### src/rtl/ars_defs.vh
`ifndef ARS_DEFS_VH
`define ARS_DEFS_VH

// register byte offsets
`define ARS_OFF_CTRL      4'h0
`define ARS_OFF_RANGE     4'h4
`define ARS_OFF_STATUS    4'h8

// control fields
`define ARS_CTRL_AUTO     0
`define ARS_CTRL_SWTRIG   1
`define ARS_CTRL_RESET    2'h1

// range codes, written {range_state_b, range_state_a}
`define ARS_RANGE_TEN     2'h0
`define ARS_RANGE_HUNDRED 2'h1
`define ARS_RANGE_THOUS   2'h2
`define ARS_RANGE_OVL     2'h3

// qualifier patterns {first, second, third}
`define ARS_QUAL_HOLD     3'h5
`define ARS_QUAL_UP       3'h3
`define ARS_QUAL_DOWN     3'h4

// decimal point one-hot positions
`define ARS_DP_TEN        3'h1
`define ARS_DP_HUNDRED    3'h2
`define ARS_DP_THOUS      3'h4

// status field positions
`define ARS_ST_RANGE_LSB  0
`define ARS_ST_QUAL_LSB   2
`define ARS_ST_DRV_LSB    5
`define ARS_ST_CNT_LSB    16

// axi responses
`define ARS_RESP_OKAY     2'h0
`define ARS_RESP_SLVERR   2'h2

`endif

### src/rtl/ars_top.v
`include "ars_defs.vh"
`default_nettype none

// Function
// RL1 - two flip-flops encode ten, hundred, thousand, overload
// RL2 - range changes only on a transfer pulse; code also changes it on a software trigger or a manual write
// RL3 - qualifiers coincide with pulse; update at falling edge
// RL4 - 101 holds; 011 steps one range up
// RL5 - 100 steps down; overload drops to hundred
// RL6 - counter asks down below 100, up above 1400
// RL7 - one measurement gives exactly one transfer pulse
// RL8 - decoder drives relays and decimal point
// RL9 - unlisted qualifier patterns leave range unchanged
module ars_top
#(
  parameter CNT_W = 8
)
(
  input  wire        core_clk,
  input  wire        arst_n,
  input  wire        transferPulse,
  input  wire        stepUpQual,
  input  wire        stepDownQual,
  input  wire        holdQual,
  output reg         rangeStateA,
  output reg         rangeStateB,
  output reg         driverA,
  output reg         driverB,
  output reg         driverC,
  output reg         driverD,
  output reg  [2:0]  decimalPoint,
  input  wire [3:0]  s_axi_awaddr,
  input  wire        s_axi_awvalid,
  output reg         s_axi_awready,
  input  wire [31:0] s_axi_wdata,
  input  wire [3:0]  s_axi_wstrb,
  input  wire        s_axi_wvalid,
  output reg         s_axi_wready,
  output reg  [1:0]  s_axi_bresp,
  output reg         s_axi_bvalid,
  input  wire        s_axi_bready,
  input  wire [3:0]  s_axi_araddr,
  input  wire        s_axi_arvalid,
  output reg         s_axi_arready,
  output reg  [31:0] s_axi_rdata,
  output reg  [1:0]  s_axi_rresp,
  output reg         s_axi_rvalid,
  input  wire        s_axi_rready
);

  reg              transferPrev;
  reg  [2:0]       qualHeld;
  reg  [1:0]       ctrl;
  reg  [CNT_W-1:0] transferCount;
  reg              awHeld;
  reg              wHeld;
  reg  [3:0]       wAddr;
  reg  [31:0]      wData;
  reg  [3:0]       wStrb;
  wire [2:0]       qualLive;
  wire [1:0]       rangeNow;
  wire             transferFall;
  wire             swTrig;
  wire [3:0]       drvNext;
  wire [2:0]       dpNext;
  wire             doWrite;
  wire [31:0]      statusWord;
  reg  [1:0]       next_range;

  // selects next range for a qualifier pattern
  function [1:0] stepRange;
    input [1:0] cur;
    input [2:0] qual;
    begin
      stepRange = cur; // RL9
      if (qual == `ARS_QUAL_UP)
      begin
        case (cur)
          `ARS_RANGE_TEN:     stepRange = `ARS_RANGE_HUNDRED; // RL4
          `ARS_RANGE_HUNDRED: stepRange = `ARS_RANGE_THOUS;
          `ARS_RANGE_THOUS:   stepRange = `ARS_RANGE_OVL;
          default:            stepRange = cur;
        endcase
      end
      else if (qual == `ARS_QUAL_DOWN)
      begin
        case (cur)
          `ARS_RANGE_OVL:     stepRange = `ARS_RANGE_HUNDRED; // RL5
          `ARS_RANGE_THOUS:   stepRange = `ARS_RANGE_HUNDRED;
          `ARS_RANGE_HUNDRED: stepRange = `ARS_RANGE_TEN;
          default:            stepRange = cur;
        endcase
      end
      else if (qual == `ARS_QUAL_HOLD)
      begin
        stepRange = cur; // RL4
      end
    end
  endfunction

  assign qualLive     = {stepUpQual, stepDownQual, holdQual};
  assign rangeNow     = {rangeStateB, rangeStateA};
  assign transferFall = transferPrev & ~transferPulse; // RL3
  assign swTrig       = doWrite & (wAddr == `ARS_OFF_CTRL) & wStrb[0]
                        & wData[`ARS_CTRL_SWTRIG];
  assign doWrite      = awHeld & wHeld & ~s_axi_bvalid;
  // count sits at bit 16, gap 15..9 reads zero
  assign statusWord   = {{(16-CNT_W){1'b0}}, transferCount, 7'h0,
                         driverD, driverC, driverB, driverA,
                         qualHeld, rangeStateB, rangeStateA};

  ars_range_decoder u_dec
  (
    .rangeState   (next_range),
    .driver       (drvNext),
    .decimalPoint (dpNext)
  );

  // qualifiers are taken while the pulse is high, so the values that
  // coincided with the pulse survive a late change at its trailing edge
  always @(posedge core_clk or negedge arst_n)
  begin
    if (!arst_n)
    begin
      transferPrev <= 1'b0;
      qualHeld     <= 3'h0;
    end
    else
    begin
      transferPrev <= transferPulse;
      if (transferPulse)
      begin
        qualHeld <= qualLive; // RL3
      end
    end
  end

  always @*
  begin
    next_range = rangeNow; // RL2
    if (ctrl[`ARS_CTRL_AUTO])
    begin
      if (transferFall)
      begin
        next_range = stepRange(rangeNow, qualHeld); // RL3
      end
      else if (swTrig)
      begin
        next_range = stepRange(rangeNow, qualLive);
      end
    end
    else if (doWrite && (wAddr == `ARS_OFF_RANGE) && wStrb[0])
    begin
      // manual selection only while automatic stepping is off
      next_range = wData[1:0];
    end
  end

  always @(posedge core_clk or negedge arst_n)
  begin
    if (!arst_n)
    begin
      rangeStateA   <= 1'b0;
      rangeStateB   <= 1'b0;
      driverA       <= 1'b1;
      driverB       <= 1'b0;
      driverC       <= 1'b0;
      driverD       <= 1'b0;
      decimalPoint  <= `ARS_DP_TEN;
      transferCount <= {CNT_W{1'b0}};
    end
    else
    begin
      rangeStateA  <= next_range[0]; // RL1
      rangeStateB  <= next_range[1]; // RL1
      driverA      <= drvNext[0]; // RL8
      driverB      <= drvNext[1];
      driverC      <= drvNext[2];
      driverD      <= drvNext[3];
      decimalPoint <= dpNext; // RL8
      if (ctrl[`ARS_CTRL_AUTO] && (transferFall || swTrig))
      begin
        // wraps; counts transfers and software triggers while automatic stepping is on
        transferCount <= transferCount + {{(CNT_W-1){1'b0}}, 1'b1}; // RL7
      end
    end
  end

  // write side: address and data taken in either order
  always @(posedge core_clk or negedge arst_n)
  begin
    if (!arst_n)
    begin
      awHeld        <= 1'b0;
      wHeld         <= 1'b0;
      wAddr         <= 4'h0;
      wData         <= 32'h0;
      wStrb         <= 4'h0;
      s_axi_awready <= 1'b0;
      s_axi_wready  <= 1'b0;
      s_axi_bvalid  <= 1'b0;
      s_axi_bresp   <= `ARS_RESP_OKAY;
      ctrl          <= `ARS_CTRL_RESET;
    end
    else
    begin
      s_axi_awready <= ~awHeld & ~s_axi_awready & ~s_axi_bvalid;
      s_axi_wready  <= ~wHeld & ~s_axi_wready & ~s_axi_bvalid;
      if (s_axi_awvalid && s_axi_awready)
      begin
        awHeld        <= 1'b1;
        wAddr         <= s_axi_awaddr;
        s_axi_awready <= 1'b0;
      end
      if (s_axi_wvalid && s_axi_wready)
      begin
        wHeld        <= 1'b1;
        wData        <= s_axi_wdata;
        wStrb        <= s_axi_wstrb;
        s_axi_wready <= 1'b0;
      end
      if (doWrite)
      begin
        awHeld       <= 1'b0;
        wHeld        <= 1'b0;
        s_axi_bvalid <= 1'b1;
        s_axi_bresp  <= `ARS_RESP_OKAY;
        case (wAddr)
          `ARS_OFF_CTRL:
          begin
            if (wStrb[0])
            begin
              ctrl[`ARS_CTRL_AUTO] <= wData[`ARS_CTRL_AUTO];
            end
          end
          `ARS_OFF_RANGE:  s_axi_bresp <= `ARS_RESP_OKAY;
          `ARS_OFF_STATUS: s_axi_bresp <= `ARS_RESP_OKAY;
          default:         s_axi_bresp <= `ARS_RESP_SLVERR;
        endcase
      end
      else if (s_axi_bvalid && s_axi_bready)
      begin
        s_axi_bvalid <= 1'b0;
      end
      // trigger bit always reads back zero
      ctrl[`ARS_CTRL_SWTRIG] <= 1'b0;
    end
  end

  // read side: one cycle from address to data
  always @(posedge core_clk or negedge arst_n)
  begin
    if (!arst_n)
    begin
      s_axi_arready <= 1'b0;
      s_axi_rvalid  <= 1'b0;
      s_axi_rdata   <= 32'h0;
      s_axi_rresp   <= `ARS_RESP_OKAY;
    end
    else
    begin
      s_axi_arready <= ~s_axi_arready & ~s_axi_rvalid;
      if (s_axi_arvalid && s_axi_arready)
      begin
        s_axi_arready <= 1'b0;
        s_axi_rvalid  <= 1'b1;
        s_axi_rresp   <= `ARS_RESP_OKAY;
        case (s_axi_araddr)
          `ARS_OFF_CTRL:   s_axi_rdata <= {30'h0, ctrl};
          `ARS_OFF_RANGE:  s_axi_rdata <= {30'h0, rangeStateB, rangeStateA};
          `ARS_OFF_STATUS: s_axi_rdata <= statusWord;
          default:
          begin
            s_axi_rdata <= 32'h0;
            s_axi_rresp <= `ARS_RESP_SLVERR;
          end
        endcase
      end
      else if (s_axi_rvalid && s_axi_rready)
      begin
        s_axi_rvalid <= 1'b0;
      end
    end
  end

endmodule // ars_top

`default_nettype wire

### src/rtl/ars_range_decoder.v
`include "ars_defs.vh"
`default_nettype none

module ars_range_decoder
(
  input  wire [1:0] rangeState,
  output reg  [3:0] driver,
  output reg  [2:0] decimalPoint
);

  // driver bits {D, C, B, A}
  always @*
  begin
    driver       = 4'h1;
    decimalPoint = `ARS_DP_TEN;
    case (rangeState)
      `ARS_RANGE_TEN:
      begin
        driver       = 4'h1; // RL1
        decimalPoint = `ARS_DP_TEN; // RL8
      end
      `ARS_RANGE_HUNDRED:
      begin
        driver       = 4'h2; // RL1
        decimalPoint = `ARS_DP_HUNDRED; // RL8
      end
      `ARS_RANGE_THOUS:
      begin
        driver       = 4'h4; // RL1
        decimalPoint = `ARS_DP_THOUS; // RL8
      end
      `ARS_RANGE_OVL:
      begin
        driver       = 4'hc; // RL1
        decimalPoint = `ARS_DP_THOUS; // RL8
      end
      default:
      begin
        driver       = 4'h1;
        decimalPoint = `ARS_DP_TEN;
      end
    endcase
  end

endmodule // ars_range_decoder

`default_nettype wire

### config.mk
export PLATFORM = sky130hd
export DESIGN_NAME = ars_top
export DESIGN_NICKNAME = d
export VERILOG_FILES = /design/src/rtl/ars_top.v /design/src/rtl/ars_range_decoder.v
export VERILOG_INCLUDE_DIRS = /design/src /design/src/rtl
export SDC_FILE = /design/constraint.sdc
export NUM_CORES = 1
export LEC_CHECK = 0
export ABC_CLOCK_PERIOD_IN_PS = 1850
export BUFFER_PORTS_ARGS = -buffer_cell sky130_fd_sc_hd__buf_2
export CAP_MARGIN = 20
export CORE_ASPECT_RATIO = 0.8
export CORE_UTILIZATION = 32
export DETAILED_ROUTE_END_ITERATION = 6
export HOLD_SLACK_MARGIN = 0.08
export PLACE_DENSITY = 0.68
export SYNTH_ARGS = -nofsm -noshare
export SYNTH_HDL_FRONTEND = slang
export SYNTH_SLANG_ARGS = --single-unit
export TNS_END_PERCENT = 50
### constraint.sdc
create_clock -name core_clk -period 1.85 [get_ports core_clk]
set_clock_uncertainty 0.15 [all_clocks]
set_input_delay 0.4625 -clock core_clk [delete_from_list [all_inputs] [get_ports core_clk]]
set_output_delay 0.4625 -clock core_clk [all_outputs]
set_load 0.03 [all_outputs]
Yosys cells after proc, flatten, opt, wreduce, memory -nomap -nowiden

Cells that the tools add are included.

Add/subtract/negate cells: 1
Equal/unequal tests: 14
Multiplexer cells: 26
Bitwise logic cells: 19
Reduce and logical (&&, ||, !) cells: 22

Operators by type and width:

| kind                  | count |
|---|---|
| $pmux W24 S3          | 1 |
| $mux W2               | 10 |
| $pmux W4 S4           | 1 |
| $and A1 B1 Y1         | 11 |
| $mux W1               | 11 |
| $pmux W3 S3           | 1 |
| $add A8 B1 Y8 const B | 1 |
| $eq A2 B2 Y1 const B  | 4 |
| $eq A4 B3 Y1 const B  | 2 |
| $eq A4 B4 Y1 const B  | 2 |
| $logic_and A1 B1 Y1   | 8 |
| $logic_not A4 Y1      | 2 |
| $not A1 Y1            | 8 |
| $reduce_bool A2 Y1    | 4 |
| $eq A3 B2 Y1 const B  | 2 |
| $eq A3 B3 Y1 const B  | 2 |
| $pmux W2 S3           | 1 |
| $reduce_or A3 Y1      | 2 |
| $eq A2 B1 Y1 const B  | 2 |
| $logic_not A2 Y1      | 2 |
| $pmux W2 S2           | 1 |
| $reduce_or A2 Y1      | 2 |
| $reduce_and A3 Y1     | 1 |
| $logic_or A1 B1 Y1    | 1 |

Flip-flop bits (word level): 72
Input bits: 55
Output and inout bits: 50
Logic and storage cells: 106

Longest topological paths before layout

Word-level depth: 11
Depth in mapped cells: 6
Mapped depth without buffers: 5

Hierarchy

A second synthesis with hierarchy kept.

Cell total of the unflattened synthesis: 194
Area total of the unflattened synthesis: 2401.1 µm²

Modules (own cells, without submodules):

| module            | instances | cells an instance | area each (µm²) | seq. area each (µm²) |
|---|---|---|---|---|
| ars_top           | 1         | 187               | 2358.5          | 1380.1 |
| ars_range_decoder | 1         | 7                 | 42.5            | 0.0 |

Worst setup path before layout

Ideal clock, no wire load.

Path kind: reg2reg
From: reg s_axi_bvalid
To: reg decimalPoint[0]
Library setup time: 75 ps
Data arrival time: 1853 ps
Setup slack: -228 ps
Cell stages (with the launch flop): 7
Path buffers: 1
Clock period less this slack: 2078 ps
Cell sequence: dfrtp_1 and3b_1 clkbuf_2 nand4b_2 mux2_4 o311a_1 nor3_2

Longest elaborated chain between the ends: 11
Elaborated cells on any way between the ends: 17

Ends and longest elaborated chain:

| item                              | line                   | source |
|---|---|---|
| start: declaration                | ars_top.v:40           | `output reg s_axi_bvalid,` |
| start signal: assignment          | ars_top.v:201          | `s_axi_bvalid <= 1'b0;` |
| start signal: assignment          | ars_top.v:226          | `s_axi_bvalid <= 1'b1;` |
| start signal: assignment          | ars_top.v:243          | `s_axi_bvalid <= 1'b0;` |
| $not A1 Y1 (*)                    | ars_top.v:106          | `assign doWrite = awHeld & wHeld & ~s_axi_bvalid;` |
| $and A1 B1 Y1 (*)                 | ars_top.v:106          |  |
| $and A1 B1 Y1 (3 in a row)        | ars_top.v:104          | `` assign swTrig = doWrite & (wAddr == `ARS_OFF_CTRL) & wStrb[0] `` |
| $mux W2                           | ars_top.v:147          | `else if (swTrig)` |
| $mux W2                           | ars_top.v:143          | `if (transferFall)` |
| $mux W2 (*)                       | ars_top.v:141          | `` if (ctrl[`ARS_CTRL_AUTO]) `` |
| $eq A2 B2 Y1                      | ars_range_decoder.v:16 | `case (rangeState)` |
| $reduce_or A2 Y1 (no source line) | -                      |  |
| $pmux W3 S3 (*)                   | ars_range_decoder.v:16 |  |
| named net dpNext[0]               | ars_top.v:65           | `wire [2:0] dpNext;` |
| end signal: assignment            | ars_top.v:169          | `` decimalPoint <= `ARS_DP_TEN; `` |
| end signal: assignment            | ars_top.v:180          | `decimalPoint <= dpNext;` |
| end: declaration                  | ars_top.v:31           | `output reg [2:0] decimalPoint,` |

The timed path passes the listed nets; every way through them passes the cells marked *.
A chain may end at the register's enable or synchronous reset.

Worst setup path in the final report

From: reg wAddr[3]
To: reg decimalPoint[0]

Longest elaborated chain between the ends: 10
Elaborated cells on any way between the ends: 17

Ends and longest elaborated chain:

| item                              | line                   | source |
|---|---|---|
| start: declaration                | ars_top.v:57           | `reg [3:0] wAddr;` |
| start signal: assignment          | ars_top.v:212          | `wAddr <= s_axi_awaddr;` |
| $logic_not A4 Y1                  | -                      |  |
| $and A1 B1 Y1 (3 in a row)        | ars_top.v:104          |  |
| $mux W2                           | ars_top.v:147          |  |
| $mux W2                           | ars_top.v:143          |  |
| $mux W2 (*)                       | ars_top.v:141          |  |
| $eq A2 B2 Y1                      | ars_range_decoder.v:16 |  |
| $reduce_or A2 Y1 (no source line) | -                      |  |
| $pmux W3 S3 (*)                   | ars_range_decoder.v:16 |  |
| named net dpNext[0]               | ars_top.v:65           |  |

Marked as above.

==> flow_summary.toml <==
[cells_and_area]
fin_cells = 360
drive_above_1_share_pct = 41.8
insertedDiodeCount = 0
final_area_um2 = 2960
nets = 328
fin_util_pct = 42.2
synthToLayoutAreaGrowth_pct = 25.3

[floorplanning]
rows = 27
start_util_pct = 33.7
die_h_um = 78.9
fp.dieW_um = 98.1
io_pins = 105
fp.dieArea_um2 = 7740
fp.coreArea_um2 = 7030

[power_and_ir_drop]
power.total_mw = 3.92
power.switching_mw = 1.56
p_leak_nw = 1.52
internal_power_mw = 2.36
p_comb_share_pct = 39.4
p_sw_share_pct = 39.7
clkPwrFrac_pct = 17.1
powerDensity_nw_per_um2 = 1320
seqPwrFrac_pct = 43.5
peakVddDrop_mv = 0.519

[synth]
seq_area_frac_synth_pct = 55.1
synth_most_common_cell = "dfrtp_1"
ys_warn_count = 0
synth_edf_count = 0
synth.top_cells.by_count = "50 x dfrtp_1, 20 x buf_4, 15 x a22o_1, 13 x mux2_2, 10 x nor2_1"
synthTopCellsByArea = "dfrtp_1 53%, buf_4 6.3%, mux2_2 6.2%"
synth_cell_types = 47
ys_seq_elements = 52
synth_flop_cell = "dfrtp_1"
syn_area_per_cell_um2 = 12.1
syn_inst = 195
syn_area_um2 = 2370
synthArstFlopShare_pct = 100
yosysTopAreaCell = "dfrtp_1"
yosysTopAreaCellShare_pct = 52.9

[drt]
wl_met1_mm = 2.26
wl_per_cell_um = 12.8
wl_met2_mm = 2.10
top_layer = "met4"
detail-route-antenna-nets = 0
drc_errors = 6
dr.pass1.iters = 6
routed_wirelength_mm = 4.61
dr_wl_met3_um = 235
drtIter0Drc = 52
avgViaCountPerCell = 4.68
vias = 1683

[placement]
pre_cts_ws_ns = -0.157
dp_hpwl_mm = 3.50
placed_cells = 351
gp_congestion = 0.733
dpl-instance-area_um2 = 2850
port_buffers = 54

[sta]
max_freq_mhz = 502
hold_viol = 0
rsz0062_at_grt = "yes"
tns_ns = -0.392
finalWorstSetupSlack_ns = -0.141
final_max_slew_viol_count = 0
final-setup-viol-count = 5
period_share_pct = 108
holdWs_ns = 0.186
period_minus_slack_ns = 1.99

[clocking]
h-tree-depth = 2
clockBufferDepth = 2
cts_buffers = 5
worstSkewPairLatency_ns = 0.30
cts_tree = "done"
cts_root_buffer = "clkbuf_8"
clock-sinks = 52
clk_pin_slew_ns = 0.11

[flow_run]
max_cap_viol_count = 0

[global_route]
grt_pass1_vias = 1671
antenna_found_initial = 0
track_usage_pct = 12.4
grt_max_degree = 39
overflow = 0
grt_pass1_wl_mm = 7.65

[setup_path]
start_kind = "register"
cp_max_fo = 4
r2r_slack_ns = -0.14
crit_type = "reg -> reg"
endpoint_kind = "register"
cp.required_ns = 1.93
worstPathArrival_ns = 2.07

[status]
outcome = "complete, but fails checks"
violations = "DRC, setup timing"

[hold_path]
hold_path.class = "in -> reg"
[power by group through the flow]
stage                     combinational, mW  sequential (mW)  clock (mW)
after floorplan                       0.805             1.98           0
after global placement                 1.53             1.71           0
after detailed placement               1.55             1.73           0
after CTS                              1.57             1.71       0.704
after global routing                   1.68             1.75       0.753
final                                  1.54             1.71       0.670
[placed cells by master, fill, tap and decap left out, types with 2 or more instances in the layout]
cell type / netlist / routed
nor3_2: 1 / 2
inv_6: 0 / 2
a211oi_1: 3 / 3
nor2b_1: 3 / 2
nand4_1: 4 / 4
conb_1: 1 / 17
mux2_2: 13 / 13
or3_1: 2 / 2
buf_4: 20 / 24
a21boi_1: 1 / 2
xnor2_1: 4 / 4
xor2_1: 4 / 4
clkbuf_8: 0 / 5
a2bb2oi_1: 2 / 2
a21oi_1: 5 / 5
a22o_1: 15 / 15
buf_2: 0 / 54
and3_1: 2 / 2
inv_1: 3 / 3
o22ai_1: 2 / 2
and3b_1: 2 / 2
dfstp_2: 2 / 2
nor2_1: 10 / 10
nand2_1: 9 / 9
nand3_1: 3 / 3
a31oi_1: 2 / 2
nor3_1: 4 / 3
dfrtp_2: 0 / 2
o21ai_0: 3 / 3
dfrtp_1: 50 / 48
[worst max-delay path: stages (launching register included)]
cell and delay, ns:
dfrtp_1 0.42, nor4b_4 0.27, buf_4 0.17, nand4b_4 0.11
mux2_4 0.33, o311a_1 0.35, nor3_2 0.12
[registers in the layout, indices dropped and copies added (netlist names), 2 cells and up]
register / flops
s_axi_rdata: 17
transferCount: 8
wAddr: 4
decimalPoint: 3
qualHeld: 3
wData: 2
[path summary, 6_finish.rpt]
path / cells past startpoint / startpoint / to
hold reg to reg: 1 / s_axi_rvalid$_DFFE_PN0P_ / s_axi_arready$_DFF_PN0_
setup / recovery: 6 / wAddr[3]$_DFFE_PN0P_ / decimalPoint[0]$_DFF_PN1_
min in group asynchronous: 2 / arst_n / s_axi_rdata[1]$_DFFE_PN0P_
hold / removal: 2 / s_axi_rready / s_axi_rvalid$_DFFE_PN0P_
setup reg to reg: 6 / wAddr[3]$_DFFE_PN0P_ / decimalPoint[0]$_DFF_PN1_
max in group asynchronous: 3 / arst_n / ctrl[0]$_DFFE_PN1P_
[repair_timing]
| action | in CTS | in global routing |
|---|---|---|
| hold buffers | 1 | 0 |
| endpoints found under the hold margin | 14 | 0 |
| resized for setup | 2 | 1 |
| endpoints found under the setup margin | 7 | 8 |
| pin swaps | 2 | 2 |
| setup buffers | 0 | 0 |
[cells by family (layout without fill, tap and decap cells)]
kind of cell,after synthesis,in the layout,share of synthesized area (%)
muxes,15,15,7.24
adders and majority gates,1,1,0.529
and+or+nand+nor,48,48,12.4
buffers and inverters,29,91,7.83
AOI/OAI and AO/OA,41,41,13.7
DFF,52,52,55.1
xor gates and xnor gates,8,8,2.96
other,1,17,0.158
[layer usage]
layer,track usage (%),up-vias
met5,0,-
met1,15.7,810
met3,3.70,2
met4,2.69,0
met2,20.8,50
li1,-,821
[layout make-up]
cell class                      count  area (um2)
Inverter                            3        11.3
Clock buffer                        5        68.8
Sequential cell                    52        1310
Timing Repair Buffer               80         480
Tap cell                           87         109
Multi-Input combinational cell    130         963
Clock inverter                      3        25.0
Fill cell                         690        4060
No activity file was read; power rests on OpenSTA's default activity.
